[src/rtl/serial_rx_pkg.sv]
package serial_rx_pkg;

    // Register byte addresses, one aligned 32-bit word each
    localparam logic [7:0] ADDR_RCV_CTRL = 8'h00;
    localparam logic [7:0] ADDR_BAUD_DIV = 8'h04;
    localparam logic [7:0] ADDR_TX_CTRL = 8'h08;
    localparam logic [7:0] ADDR_RX_DATA = 8'h0C;

    // receive_status_control fields
    localparam int BIT_PORT_EN = 7;
    localparam int BIT_NINE_RX = 6;
    localparam int BIT_SINGLE = 5;
    localparam int BIT_CONT = 4;
    localparam int BIT_ADDR_DET = 3;
    localparam int BIT_FRAMING_ERROR_FLAG = 2;
    localparam int BIT_OVERRUN_FLAG = 1;
    localparam int BIT_NINTH = 0;

    // transmit_status_control fields
    localparam int BIT_CLK_SRC = 7;
    localparam int BIT_CLOCKED = 4;
    localparam int BIT_HIGH_SPEED = 2;
    localparam int BIT_TRMT = 1;

    // Reset values and writable masks
    localparam logic [7:0] RCV_CTRL_RST = 8'h00;
    localparam logic [7:0] RCV_CTRL_WMASK = 8'hF8;
    localparam logic [7:0] BAUD_DIV_RST = 8'h00;
    localparam logic [7:0] TX_CTRL_RST = 8'h02;
    localparam logic [7:0] TX_CTRL_WMASK = 8'hF5;

    // Baud period multipliers
    localparam logic [6:0] MULT_ASYNC_LOW = 7'h40;
    localparam logic [6:0] MULT_ASYNC_HIGH = 7'h10;
    localparam logic [6:0] MULT_SYNC = 7'h04;

    // Receive buffer depth in characters
    localparam logic [1:0] RX_DEPTH = 2'h2;

    typedef struct packed {
        logic framing_error_flag;
        logic ninth;
        logic [7:0] data;
    } rx_char_t;

    typedef enum logic [2:0] {
        RX_OFF = 3'b001,
        RX_SINGLE = 3'b010,
        RX_CONT = 3'b100
    } rx_state_t;

endpackage

[src/rtl/serial_rx_ctrl.sv]
// The Wishbone register port and the placing of the registers were chosen for this implementation.
`timescale 1ns/100ps

// Summary of operation
// - Port enable routes pins, else holds reset
// - Nine-bit select chooses nine or eight bits
// - Sync master single receive, self-clearing
// - Async continuous enable switches receiver
// - Sync continuous receive overrides single
// - Address detect keeps only ninth-bit-set chars
// - No address detect: accept all, ninth visible
// - Address detect ignored eight-bit; zero sync
// - Framing flag follows head of buffer
// - Overrun sticks until continuous enable or port enable cleared
// - Ninth bit presented unchecked to software
// - Eight-bit free-running timer, divisor period
// - High-speed select only in async mode
// - Rate is clock over multiplier times n+1
// - Divisor write clears the timer at once
// - Buffer holds two characters before overrun
// - Clocked mode select picks synchronous operation
// - Sync master clocks from timer, slave external
module serial_rx_ctrl
    import serial_rx_pkg::*;
(
    // Clock and reset
    input wire logic clk_i,
    input wire logic rst_i,
    // Wishbone classic slave
    input wire logic wb_cyc_i,
    input wire logic wb_stb_i,
    input wire logic wb_we_i,
    input wire logic [7:0] wb_adr_i,
    input wire logic [3:0] wb_sel_i,
    input wire logic [31:0] wb_dat_i,
    output logic [31:0] wb_dat_o,
    output logic wb_ack_o,
    // Receive shift logic and transmitter status
    input wire logic rx_char_valid_i,
    input wire rx_char_t rx_char_i,
    input wire logic tx_shift_empty_i,
    // Control toward the serial datapath
    output logic port_pins_en_o,
    output logic serial_rst_o,
    output logic clocked_mode_o,
    output logic clock_master_o,
    output logic nine_bit_o,
    output logic rx_run_o,
    output logic baud_tick_o,
    output logic rx_ready_o
);

    ////////////////////////////////////////////////////////////////////
    // Bus slave
    logic ack_q, ack_d;
    logic [31:0] rdat_q, rdat_d;
    logic req, wr_en, rd_done;
    logic [7:0] rcv_q, rcv_d, div_q, div_d, txc_q, txc_d;
    logic [7:0] rcv_view, tx_view;
    logic framing_error_flag_head, ninth_head;
    logic overrun_flag_q, overrun_flag_d;
    rx_char_t head;

    assign req = wb_cyc_i & wb_stb_i;
    // Effects land on the edge where the master samples ack
    assign wr_en = req & ack_q & wb_we_i & wb_sel_i[0];
    assign rd_done = req & ack_q & ~wb_we_i;
    assign wb_ack_o = ack_q;
    assign wb_dat_o = rdat_q;

    assign rcv_view = {rcv_q[7:3], framing_error_flag_head, overrun_flag_q, ninth_head};
    assign tx_view = {txc_q[7:2], tx_shift_empty_i, txc_q[0]};

    always_comb begin
        ack_d = req & ~ack_q;
        rdat_d = rdat_q;
        if (req & ~ack_q) begin
            rdat_d = 32'h0000_0000;
            case (wb_adr_i)
                ADDR_RCV_CTRL: rdat_d[7:0] = rcv_view;
                ADDR_BAUD_DIV: rdat_d[7:0] = div_q;
                ADDR_TX_CTRL: rdat_d[7:0] = tx_view;
                ADDR_RX_DATA: rdat_d[7:0] = head.data;
                default: rdat_d = 32'h0000_0000;
            endcase
        end
    end

    always_ff @(posedge clk_i) begin
        if (rst_i) begin
            ack_q <= 1'b0;
            rdat_q <= 32'h0000_0000;
        end else begin
            ack_q <= ack_d;
            rdat_q <= rdat_d;
        end
    end

    ////////////////////////////////////////////////////////////////////
    // Control registers and receive mode
    logic port_en, clocked, master, wr_rcv, wr_div, cont_cleared;
    rx_state_t state_q, state_d;
    logic rx_ev, drop, accept, push, pop, full, ovr_set;

    assign port_en = rcv_q[BIT_PORT_EN];
    assign clocked = txc_q[BIT_CLOCKED];
    assign master = txc_q[BIT_CLK_SRC];
    assign wr_rcv = wr_en & (wb_adr_i == ADDR_RCV_CTRL);
    assign wr_div = wr_en & (wb_adr_i == ADDR_BAUD_DIV);
    assign cont_cleared = wr_rcv & ~wb_dat_i[BIT_CONT];

    always_comb begin
        rcv_d = rcv_q;
        div_d = div_q;
        txc_d = txc_q;
        // Only control bits are stored; flag positions ignore writes
        if (wr_rcv) begin
            rcv_d = wb_dat_i[7:0] & RCV_CTRL_WMASK;
        end
        if (wr_div) begin
            div_d = wb_dat_i[7:0];
        end
        if (wr_en & (wb_adr_i == ADDR_TX_CTRL)) begin
            txc_d = (wb_dat_i[7:0] & TX_CTRL_WMASK) | TX_CTRL_RST;
        end
        // Single receive ends itself after one word
        if (rx_ev & (state_q == RX_SINGLE)) begin
            rcv_d[BIT_SINGLE] = 1'b0;
        end
        state_d = RX_OFF;
        if (!port_en) begin
            state_d = RX_OFF;
        end else if (rcv_q[BIT_CONT]) begin
            state_d = RX_CONT;
        end else if (clocked & master & rcv_q[BIT_SINGLE]) begin
            state_d = RX_SINGLE;
        end
    end

    always_ff @(posedge clk_i) begin
        if (rst_i) begin
            rcv_q <= RCV_CTRL_RST;
            div_q <= BAUD_DIV_RST;
            txc_q <= TX_CTRL_RST;
            state_q <= RX_OFF;
        end else begin
            rcv_q <= rcv_d;
            div_q <= div_d;
            txc_q <= txc_d;
            state_q <= state_d;
        end
    end

    assign port_pins_en_o = port_en;
    assign serial_rst_o = ~port_en;
    assign clocked_mode_o = clocked;
    assign clock_master_o = clocked & master;
    assign nine_bit_o = rcv_q[BIT_NINE_RX];
    assign rx_run_o = (state_q != RX_OFF);

    ////////////////////////////////////////////////////////////////////
    // Two-entry receive buffer and overrun
    rx_char_t buf_q [2];
    rx_char_t buf_d [2];
    logic wr_ptr_q, wr_ptr_d, rd_ptr_q, rd_ptr_d;
    logic [1:0] cnt_q, cnt_d;

    assign rx_ev = rx_char_valid_i & rx_run_o & port_en;
    // Eight-bit and sync reception never filter
    assign drop = ~clocked & rcv_q[BIT_NINE_RX] & rcv_q[BIT_ADDR_DET]
                  & ~rx_char_i.ninth;
    // No further characters while overrun stands
    assign accept = rx_ev & ~drop & ~overrun_flag_q;
    assign pop = rd_done & (wb_adr_i == ADDR_RX_DATA) & (cnt_q != 2'h0);
    assign full = (cnt_q == RX_DEPTH) & ~pop;
    assign push = accept & ~full;
    assign ovr_set = accept & full;
    assign head = buf_q[rd_ptr_q];
    assign framing_error_flag_head = (cnt_q != 2'h0) & head.framing_error_flag;
    assign ninth_head = (cnt_q != 2'h0) & head.ninth;
    assign rx_ready_o = (cnt_q != 2'h0);

    always_comb begin
        buf_d = buf_q;
        wr_ptr_d = wr_ptr_q;
        rd_ptr_d = rd_ptr_q;
        cnt_d = cnt_q;
        overrun_flag_d = overrun_flag_q;
        if (push) begin
            buf_d[wr_ptr_q] = rx_char_i;
            // Ninth bit kept only in nine-bit mode
            buf_d[wr_ptr_q].ninth = rx_char_i.ninth & rcv_q[BIT_NINE_RX];
            wr_ptr_d = ~wr_ptr_q;
        end
        if (pop) begin
            rd_ptr_d = ~rd_ptr_q;
        end
        cnt_d = 2'(cnt_q + {1'b0, push} - {1'b0, pop});
        if (cont_cleared) begin
            overrun_flag_d = 1'b0;
        end
        if (ovr_set) begin
            overrun_flag_d = 1'b1;
        end
        if (!port_en) begin
            wr_ptr_d = 1'b0;
            rd_ptr_d = 1'b0;
            cnt_d = 2'h0;
            overrun_flag_d = 1'b0;
        end
    end

    always_ff @(posedge clk_i) begin
        if (rst_i) begin
            buf_q[0] <= '0;
            buf_q[1] <= '0;
            wr_ptr_q <= 1'b0;
            rd_ptr_q <= 1'b0;
            cnt_q <= 2'h0;
            overrun_flag_q <= 1'b0;
        end else begin
            buf_q <= buf_d;
            wr_ptr_q <= wr_ptr_d;
            rd_ptr_q <= rd_ptr_d;
            cnt_q <= cnt_d;
            overrun_flag_q <= overrun_flag_d;
        end
    end

    ////////////////////////////////////////////////////////////////////
    // Baud generator: timer over divisor, then multiplier postscale
    logic [7:0] timer_q, timer_d;
    logic [5:0] post_q, post_d, post_last;
    logic [6:0] mult;
    logic tick_q, tick_d;

    always_comb begin
        if (clocked) begin
            mult = MULT_SYNC;
        end else if (txc_q[BIT_HIGH_SPEED]) begin
            mult = MULT_ASYNC_HIGH;
        end else begin
            mult = MULT_ASYNC_LOW;
        end
        post_last = 6'(mult - 7'h01);
        timer_d = 8'(timer_q + 8'h01);
        post_d = post_q;
        tick_d = 1'b0;
        if (timer_q == div_q) begin
            timer_d = 8'h00;
            post_d = 6'(post_q + 6'h01);
            if (post_q == post_last) begin
                post_d = 6'h00;
                tick_d = 1'b1;
            end
        end
        // Fresh divisor starts from zero, no stale overflow wait
        if (wr_div | ~port_en) begin
            timer_d = 8'h00;
            post_d = 6'h00;
            tick_d = 1'b0;
        end
    end

    always_ff @(posedge clk_i) begin
        if (rst_i) begin
            timer_q <= 8'h00;
            post_q <= 6'h00;
            tick_q <= 1'b0;
        end else begin
            timer_q <= timer_d;
            post_q <= post_d;
            tick_q <= tick_d;
        end
    end

    assign baud_tick_o = tick_q;
endmodule

[config.mk]
export PLATFORM = sky130hd
export DESIGN_NAME = serial_rx_ctrl
export DESIGN_NICKNAME = d
export VERILOG_FILES = /design/src/rtl/serial_rx_pkg.sv /design/src/rtl/serial_rx_ctrl.sv
export SDC_FILE = /design/constraint.sdc
export NUM_CORES = 1
export LEC_CHECK = 0
export BUFFER_PORTS_ARGS = -buffer_cell sky130_fd_sc_hd__clkbuf_2
export CAP_MARGIN = 20
export CORE_MARGIN = 8
export CORE_UTILIZATION = 47
export DETAILED_ROUTE_END_ITERATION = 16
export PLACE_DENSITY = 0.81
export SLEW_MARGIN = 20
export SYNTH_ARGS = -nofsm -noshare
export SYNTH_HDL_FRONTEND = slang
export SYNTH_SLANG_ARGS = --single-unit
[constraint.sdc]
create_clock -name clk_i -period 1.85 [get_ports clk_i]
set_clock_uncertainty 0.1 [all_clocks]
set_input_delay 0.2775 -clock clk_i [delete_from_list [all_inputs] [get_ports clk_i]]
set_output_delay 0.2775 -clock clk_i [all_outputs]
set_load 0.02 [all_outputs]
# After elaboration in Yosys (flattened, before gate mapping)
# Index checks and enable logic that the tools add are counted.
[totals]
input_bits = 61
out_inout_bits = 41
reg_bits = 71
word_cells = 109
[op_classes]
eq_ne = 8
reduce_logical = 10
n_mux = 18
bitwise = 44
add_sub_neg = 5
order_cmp = 3
[ops]
columns = ["op", "count"]
rows = [
  ["$bwmux 20", 2],
  ["$mux 10", 4],
  ["$pmux 8 s4", 1],
  ["$and 1x1->1", 28],
  ["$demux 10 s1", 2],
  ["$eq 8x4->1 const B", 2],
  ["$not 1->1", 13],
  ["$mux 6", 2],
  ["$mux 9", 1],
  ["$reduce_or 3->1", 3],
  ["$add 8x1->8 const B", 1],
  ["$eq 8x3->1 const B", 1],
  ["$eq 8x8->1", 1],
  ["$logic_not 8->1", 1],
  ["$add 6x1->6 const B", 1],
  ["$eq 6x6->1", 1],
  ["$reduce_or 2->1", 3],
  ["$sub 6x1->6 const B", 1],
  ["$mux 5", 1],
  ["$ge 2x2->1 const B", 2],
  ["$not 1->2", 2],
  ["$reduce_bool 2->1", 2],
  ["$eq 3x2->1 const B", 1],
  ["$mux 1", 3],
  ["other kinds (9)", 9],
]

# Logic depth before layout (Yosys ltp)
# Gate-level depths: netlist (run 1).
[logic_depth]
word_depth = 11
mapped_depth = 7
depth_no_buf = 7

# Worst setup path before layout (run 1)
# OpenSTA, ideal clock, no wires.
[synth_path]
kind = "reg-to-reg"
start = "register rd_ptr_q"
end = "register rdat_q[1], in the netlist wb_dat_o[1]"
path_buffers = 1
path_slack_ns = -0.096
setup_time_ns = 0.117
required_time_ns = 1.633
stages_incl_launch_ff = 5
t_arrival_ns = 1.729
synth_period_minus_slack_ns = 1.946
path_cell_list = "dfxtp_1 clkbuf_1 mux2_2 mux4_2 a22o_1"
[synth_via]
elab_chain_len = 5
[synth_lines]
columns = ["element", "line_no", "source"]
rows = [
  ["start, declared", "serial_rx_ctrl.sv:165", "logic wr_ptr_q, wr_ptr_d, rd_ptr_q, rd_ptr_d;"],
  ["start signal, assigned", "serial_rx_ctrl.sv:224", "rd_ptr_q <= rd_ptr_d;"],
  ["$not 1->2 (implied by the code)", "serial_rx_ctrl.sv:178", "assign head = buf_q[rd_ptr_q];"],
  ["$mux 10 (implied by the code) (3 in series)", "serial_rx_ctrl.sv:178", ""],
  ["$pmux 8 s4", "serial_rx_ctrl.sv:79", "case (wb_adr_i)"],
  ["end signal, assigned", "serial_rx_ctrl.sv:95", "rdat_q <= rdat_d;"],
  ["end, declared", "serial_rx_ctrl.sv:56", "logic [31:0] rdat_q, rdat_d;"],
]
# Every way passes these cells. The select of a mux whose other input is x is not followed.
# A chain may end at the register's enable or synchronous reset.

# Worst setup path after layout (run 1)
[layout_path]
start = "register rcv_q[6]"
end = "register buf_q[14] in the netlist's numbering"
[layout_via]
elab_chain_len = 7
[layout_lines]
columns = ["element", "line_no", "source"]
rows = [
  ["start, declared", "serial_rx_ctrl.sv:58", "logic [7:0] rcv_q, rcv_d, div_q, div_d, txc_q, txc_d;"],
  ["start signal, assigned", "serial_rx_ctrl.sv:147", "rcv_q <= rcv_d;"],
  ["$and 1x1->1 (2 in series)", "serial_rx_ctrl.sv:170", "assign drop = ~clocked & rcv_q[BIT_NINE_RX] & rcv_q[BIT_ADDR_DET]"],
  ["$and 1x1->1", "serial_rx_ctrl.sv:171", "& ~rx_char_i.ninth;"],
  ["$not 1->1", "serial_rx_ctrl.sv:173", "assign accept = rx_ev & ~drop & ~overrun_flag_q;"],
  ["$and 1x1->1 (2 in series)", "serial_rx_ctrl.sv:173", ""],
  ["$and 1x1->1", "serial_rx_ctrl.sv:176", "assign push = accept & ~full;"],
  ["end signal, assigned", "serial_rx_ctrl.sv:222", "buf_q <= buf_d;"],
  ["end, declared", "serial_rx_ctrl.sv:163", "rx_char_t buf_q [2];"],
]
# Every way passes these cells.

==> flow_summary_export.csv, run 1 <==
group,metric,value,unit
power,peakVddDrop,295,uV
place,placed_cell_area,3910,um2
hold_path,min_path_type,"input pin to flop",
setup_path,cp-endpoint,"buf_q[14]",
layout,insertedDiodeCount,0,
layout,final_area,4170,um2
setup_path,reg2reg_to,"buf_q[14]",
routing,wl_per_cell,15.7,um
power,p_leak,0.00180,uW
power,powerDensity,703,nW/um2
logic_synthesis,synth_top_area_frac,0.411,
power,power.total,2930,uW
die,die_area,10300,um2
die,initial_core_util,0.481,
flow_run,maxCapViolCount,0,
logic_synthesis,synthCells,351,
global_routing,grt_pass1_vias,2625,
cts,cts_setup_buffers,0,
cts,cts_sinks,71,
sta,slew_viol_final,0,
setup_path,path_delay_family,"simple AND/OR/NAND/NOR gates",
cts,clkTransAtPathRegs,0.08,ns
die,core-area,7180,um2
global_routing,antenna_found_initial,0,
global_routing,grt_max_degree,40,
layout,nFillCells,605,
place,pre_cts_slack,-0.176,ns
routing,dr.pass1.iters,4,
routing,vias_per_cell,5.18,
logic_synthesis,async_reset_ff_frac,0,
sta,tightest_slew,0.674,ns
global_routing,grt_use_total,0.159,
die,fp.dieH,102,um
sta,hold_viol,0,
setup_path,r2r_setup_slack,-0.004,ns
layout,drive_gt1_frac,0.287,
logic_synthesis,yosys_warnings,0,
cts,cts.htree.levels,3,
sta,slew_headroom,0.549,
cts,numCtsBuffers,9,
routing,drcViolationCount,0,
routing,wl,8.36,mm
die,die_w,102,um
place,numPortBuffers,50,
logic_synthesis,ys.flop_type,"dfxtp_1",
routing,drt_iter0_markers,119,
cts,clk_latency,0.35,ns
setup_path,cp_slowest_stage_delay,0.47,ns
die,num_rows,31,
logic_synthesis,synth_area_per_cell,9.84,um2
cts,holdBufCountCts,0,
routing,vias,2749,
place,gp_congestion,0.838,
layout,final_common_cell,"dfxtp_1",
logic_synthesis,ys_ff_latch,71,
setup_path,r2r_cells,6,
setup_path,critical_path.cell_chain,"nor4bb_2, nor4bb_4, nand3b_1, clkbuf_16, mux2i_1, nor2_1",
layout,layout_common_cells,"dfxtp_1, nor2_1, clkbuf_2, mux2i_1, conb_1",
setup_path,crit_slowest_cell,"nor4bb_2",
sta,period_needed,1.85,ns
sta,setup_violations,1,
layout,nNetsFinal,491,
logic_synthesis,synth_area_leaders,"dfxtp_1, mux2i_1, nor2_1",
sta,fin_ws,-0.00406,ns
layout,area_delta_synth_final,20.6,%
logic_synthesis,synth_edf_count,0,
sta,period_share,1.00,
setup_path,setup.worst_path.start,"rcv_q[6]",
logic_synthesis,yosys.area.top_type,"dfxtp_1",
setup_path,critPathMaxFanout,5,
run_status,violations,"setup timing",
global_routing,gr-total-overflow,0,
run_status,status,"finished with violations",
sta,max_freq,539,MHz
cts,cts_buffer_depth,2,
setup_path,crit_path_end_kind,"flop",
setup_path,path_buf_inv,1,
setup_path,regToRegStartpoint,"rcv_q[6]",
logic_synthesis,syn-cell-area,3450,um2
setup_path,required,1.98,ns
setup_path,path_depth,6,
cts,cts_root_buf,"clkbuf_8",
logic_synthesis,ys_seq_area_frac,0.411,
cts,cts_tree,"built",
logic_synthesis,synth_cell_types,52,
setup_path,cp.arrival,1.98,ns
setup_path,path_class,"flop to flop",
die,pin_count,102,
setup_path,startpoint_type,"flop",
routing,postRouteAntennaNets,0,
place,place_hpwl,6.20,mm
global_routing,grt_pass1_wl,12.8,mm
## registers in the layout (all words and copies together) (netlist names)
| signal | cells |
|---|---|
| wb_dat_o | 8 |
| wr_ptr_q | 1 |
| buf_q | 20 |
| div_q | 8 |
| post_q | 6 |
| wb_ack_o | 1 |
| rd_ptr_q | 1 |
| txc_q | 6 |
| timer_q | 8 |
| rcv_q | 5 |
| baud_tick_o | 1 |
| state_q | 3 |
| overrun_flag_q | 1 |
| cnt_q | 2 |
## Yosys cell counts (3+ instances only)
| master | n |
|---|---|
| mux2_2 | 5 |
| nand3_1 | 6 |
| and2_1 | 4 |
| ha_1 | 3 |
| a22o_1 | 9 |
| xor2_1 | 6 |
| nand2b_1 | 3 |
| dfxtp_1 | 71 |
| and3_1 | 7 |
| mux2i_1 | 50 |
| a21oi_1 | 9 |
| nor2_1 | 61 |
| xnor2_1 | 11 |
| or3_1 | 3 |
| nand4_1 | 4 |
| o21ai_0 | 4 |
| inv_1 | 6 |
| buf_4 | 25 |
| nor3_1 | 3 |
| clkbuf_1 | 7 |
| mux4_2 | 5 |
| nand2_1 | 10 |
## how the worst min path moves through the flow
stage | startpoint | depth (start not counted) | to
6_report | wb_dat_i[1] | 3 | div_q[1]
5_1_grt | rx_char_i[1] | 3 | buf_q[11]
4_1_cts | wb_stb_i | 3 | wb_ack_o
3_5_place_dp | wb_ack_o | 1 | wb_ack_o
3_3_place_gp | wb_ack_o | 1 | wb_ack_o
2_1_floorplan | wb_stb_i | 2 | wb_ack_o
## layout make-up
type                       count  area (um2)  area share
inverter                       7        26.3     0.00630
clock buffer                  11         141      0.0339
multi-input combinational    259        1860       0.447
timing repair buffer          79         531       0.127
tap                           99         124      0.0297
sequential                    71        1430       0.342
clock inverter                 5        56.3      0.0135
## power breakdown
part | internal (uW) | leakage [uW] | switching [uW]
combinational | 52.9 | 0.00112 | 115
sequential | 1530 | 0.000573 | 1.15
clock | 660 | 0.0000997 | 573
## worst register-to-register path, stage by stage (launching register included)
cell and delay (ns):
dfxtp_1 0.35, nor4bb_2 0.47, nor4bb_4 0.12, nand3b_1 0.24, clkbuf_16 0.20, mux2i_1 0.20, nor2_1 0.07
## through the flow
step / hold WS, ns / TNS [ns] / util / cells
global placement: 0.351 / -4.12 / 0.545 / 515
floorplan: 0.296 / -0.320 / - / 374
finish: 0.0793 / -0.00406 / 0.581 / 531
global route: 0.0813 / -0.406 / 0.581 / 531
detailed placement: 0.360 / -4.53 / 0.545 / 515
CTS: 0.0728 / 0 / 0.572 / 531
## logic make-up (layout without fill, tap and decap cells)
kind of cell	Yosys count	count (layout)	share of synthesized area
DFF	71	71	0.411
other	1	24	0.00109
xor gates and xnor gates	17	17	0.0431
buffers and inverters	44	102	0.0855
and+or+nand+nor	125	125	0.194
AOI/OAI and AO/OA	30	30	0.0601
muxes	60	60	0.194
adders and majority gates	3	3	0.0109
## routing by layer
layer,vias to the layer above,GRT usage,wire length (um)
met2,78,0.265,4070
met5,-,0,0
met3,15,0.0495,594
met1,1317,0.181,3530
li1,1339,-,-
met4,0,0.0756,162
## timing repair
| item | 4_1_cts | 5_1_grt |
|---|---|---|
| gates cloned | 0 | 1 |
| pin swaps | 0 | 2 |
| endpoints found under the setup margin | 20 | 22 |
| gates resized for setup | 1 | 10 |
Power figures use the tool's default switching activity.
==> run 2, diff against run 1 <==
--- a/config.mk
+++ b/config.mk
@@ -6,11 +6,10 @@
 export NUM_CORES = 1
 export LEC_CHECK = 0
 export BUFFER_PORTS_ARGS = -buffer_cell sky130_fd_sc_hd__clkbuf_2
-export CAP_MARGIN = 20
 export CORE_MARGIN = 8
-export CORE_UTILIZATION = 47
+export CORE_UTILIZATION = 56
 export DETAILED_ROUTE_END_ITERATION = 16
-export PLACE_DENSITY = 0.81
+export PLACE_DENSITY = 0.9
 export SLEW_MARGIN = 20
 export SYNTH_ARGS = -nofsm -noshare
 export SYNTH_HDL_FRONTEND = slang
==> constraint.sdc (replaced) <==
create_clock -name clk_i -period 2.4 [get_ports clk_i]
set_clock_uncertainty 0.1 [all_clocks]
set_input_delay 0.36 -clock clk_i [delete_from_list [all_inputs] [get_ports clk_i]]
set_output_delay 0.36 -clock clk_i [all_outputs]
set_load 0.02 [all_outputs]
==> flow_summary_export.csv, run 2 (synthesized netlist as in run 1, its figures left out) <==
group,metric,value,unit
run_status,status,"finished, final reports clean",
power,peakVddDrop,369,uV
cts,cts_setup_buffers,0,
setup_path,path_delay_family,"simple AND/OR/NAND/NOR gates",
die,die_w,94.5,um
flow_run,maxCapViolCount,0,
setup_path,setup.worst_path.start,"txc_q[4]",
setup_path,critical_path.cell_chain,"nor4bb_1, nor4bb_1, buf_4, and3_1, buf_4, mux2i_1, nor2_1",
setup_path,path_buf_inv,2,
cts,numCtsBuffers,9,
sta,slew_viol_final,0,
sta,period_share,0.857,
cts,cts_buffer_depth,2,
routing,vias_per_cell,5.56,
place,gp_congestion,0.864,
cts,cts.htree.levels,3,
sta,slew_headroom,0.552,
routing,wl,7.95,mm
sta,max_freq,486,MHz
layout,largest-register,"buf_q",
global_routing,busiest_layer,"met2",
global_routing,grt_pass1_vias,2716,
cts,clk_latency,0.36,ns
setup_path,r2r_setup_slack,0.34,ns
setup_path,regToRegStartpoint,"txc_q[4]",
global_routing,grt_use_met1,0.213,
setup_path,r2r_cells,7,
layout,area_delta_synth_final,12.3,%
global_routing,grt_use_met3,0.0571,
routing,drcViolationCount,0,
cts,clkTransAtPathRegs,0.07,ns
routing,dr.pass1.iters,5,
die,core-area,5960,um2
cts,cts_root_buf,"clkbuf_8",
die,die_area,8940,um2
die,initial_core_util,0.580,
cts,cts_sinks,71,
layout,largest_reg_flops,20,
sta,grt_setup_unrepaired,"no",
setup_path,required,2.53,ns
setup_path,cp_slowest_stage_delay,0.50,ns
cts,post_cts_resized,0,
layout,insertedDiodeCount,0,
cts,holdBufCountCts,0,
global_routing,use_met2,0.306,
routing,vias,2706,
setup_path,critPathMaxFanout,10,
die,pin_count,102,
setup_path,path_depth,7,
global_routing,antenna_found_initial,0,
sta,tightest_slew,0.668,ns
routing,wl_per_cell,16.3,um
power,power.total,2250,uW
layout,final_common_cell,"dfxtp_1",
layout,layout_common_cells,"dfxtp_1, nor2_1, mux2i_1, clkbuf_2, conb_1",
setup_path,crit_slowest_cell,"dfxtp_1",
die,num_rows,28,
layout,nNetsFinal,472,
global_routing,grt_pass1_wl,12.7,mm
power,powerDensity,579,nW/um2
routing,postRouteAntennaNets,0,
place,pre_cts_slack,0.169,ns
place,place_hpwl,5.97,mm
global_routing,grt_max_degree,40,
sta,hold_viol,0,
sta,fin_ws,0.344,ns
die,fp.dieH,94.5,um
place,numPortBuffers,50,
sta,setup_tns,0,ns
setup_path,reg2reg_to,"buf_q[8]",
global_routing,gr-total-overflow,0,
routing,drt_iter0_markers,172,
setup_path,crit_path_end_kind,"flop",
setup_path,path_class,"flop to flop",
layout,drive_gt1_frac,0.226,
hold_path,min_path_type,"input pin to flop",
sta,setup_violations,0,
setup_path,cp.arrival,2.19,ns
setup_path,startpoint_type,"flop",
layout,utilization,0.651,
setup_path,cp-endpoint,"buf_q[8]",
sta,period_needed,2.06,ns
global_routing,grt_use_total,0.185,
cts,cts_tree,"built",
power,p_leak,0.00168,uW
==> run 2: final cells by class <==
type | count | area, um2
Inverter | 7 | 26.3
Sequential cell | 71 | 1420
Clock buffer | 12 | 145
Fill cell | 462 | 2080
Tap cell | 75 | 93.8
Timing Repair Buffer | 60 | 325
Clock inverter | 3 | 43.8
Multi-Input combinational cell | 259 | 1820
==> run 2: worst min-delay path by stage <==
stage                     to        start  slack, ns  depth (start not counted)
CTS                 div_q[1]  wb_dat_i[1]       0.14                          3
detailed placement  wr_ptr_q     wr_ptr_q       0.37                          2
finish              div_q[1]  wb_dat_i[1]       0.15                          3
global placement    wr_ptr_q     wr_ptr_q       0.35                          2
floorplan           wr_ptr_q     wr_ptr_q       0.34                          2
global route        div_q[1]  wb_dat_i[1]       0.15                          3
==> run 2: routing by layer <==
metal	vias to the layer above	part of all wire	wire [um]
met5	-	0	0
li1	1294	-	-
met4	0	0.020	157
met1	1304	0.41	3220
met3	14	0.093	736
met2	94	0.48	3830
==> run 2: power breakdown <==
part,switching (uW),internal [uW],leakage [uW]
Sequential,1.13,1180,0.000572
Clock,443,504,0.0000964
Combinational,84.9,35.8,0.00101
Total,529,1720,0.00168
==> run 2: worst min-delay path, cell delays in order <==
cell	delay [ns]
clkbuf_2	0.08
mux2i_1	0.05
nor2_1	0.08
==> run 2: per-stage QoR <==
stage	hold WS, ns	std cells	instance area, um2
floorplan	0.340	374	3540
global route	0.151	487	3880
finish	0.146	487	3880
CTS	0.141	487	3880
global placement	0.350	472	3690
detailed placement	0.369	472	3690
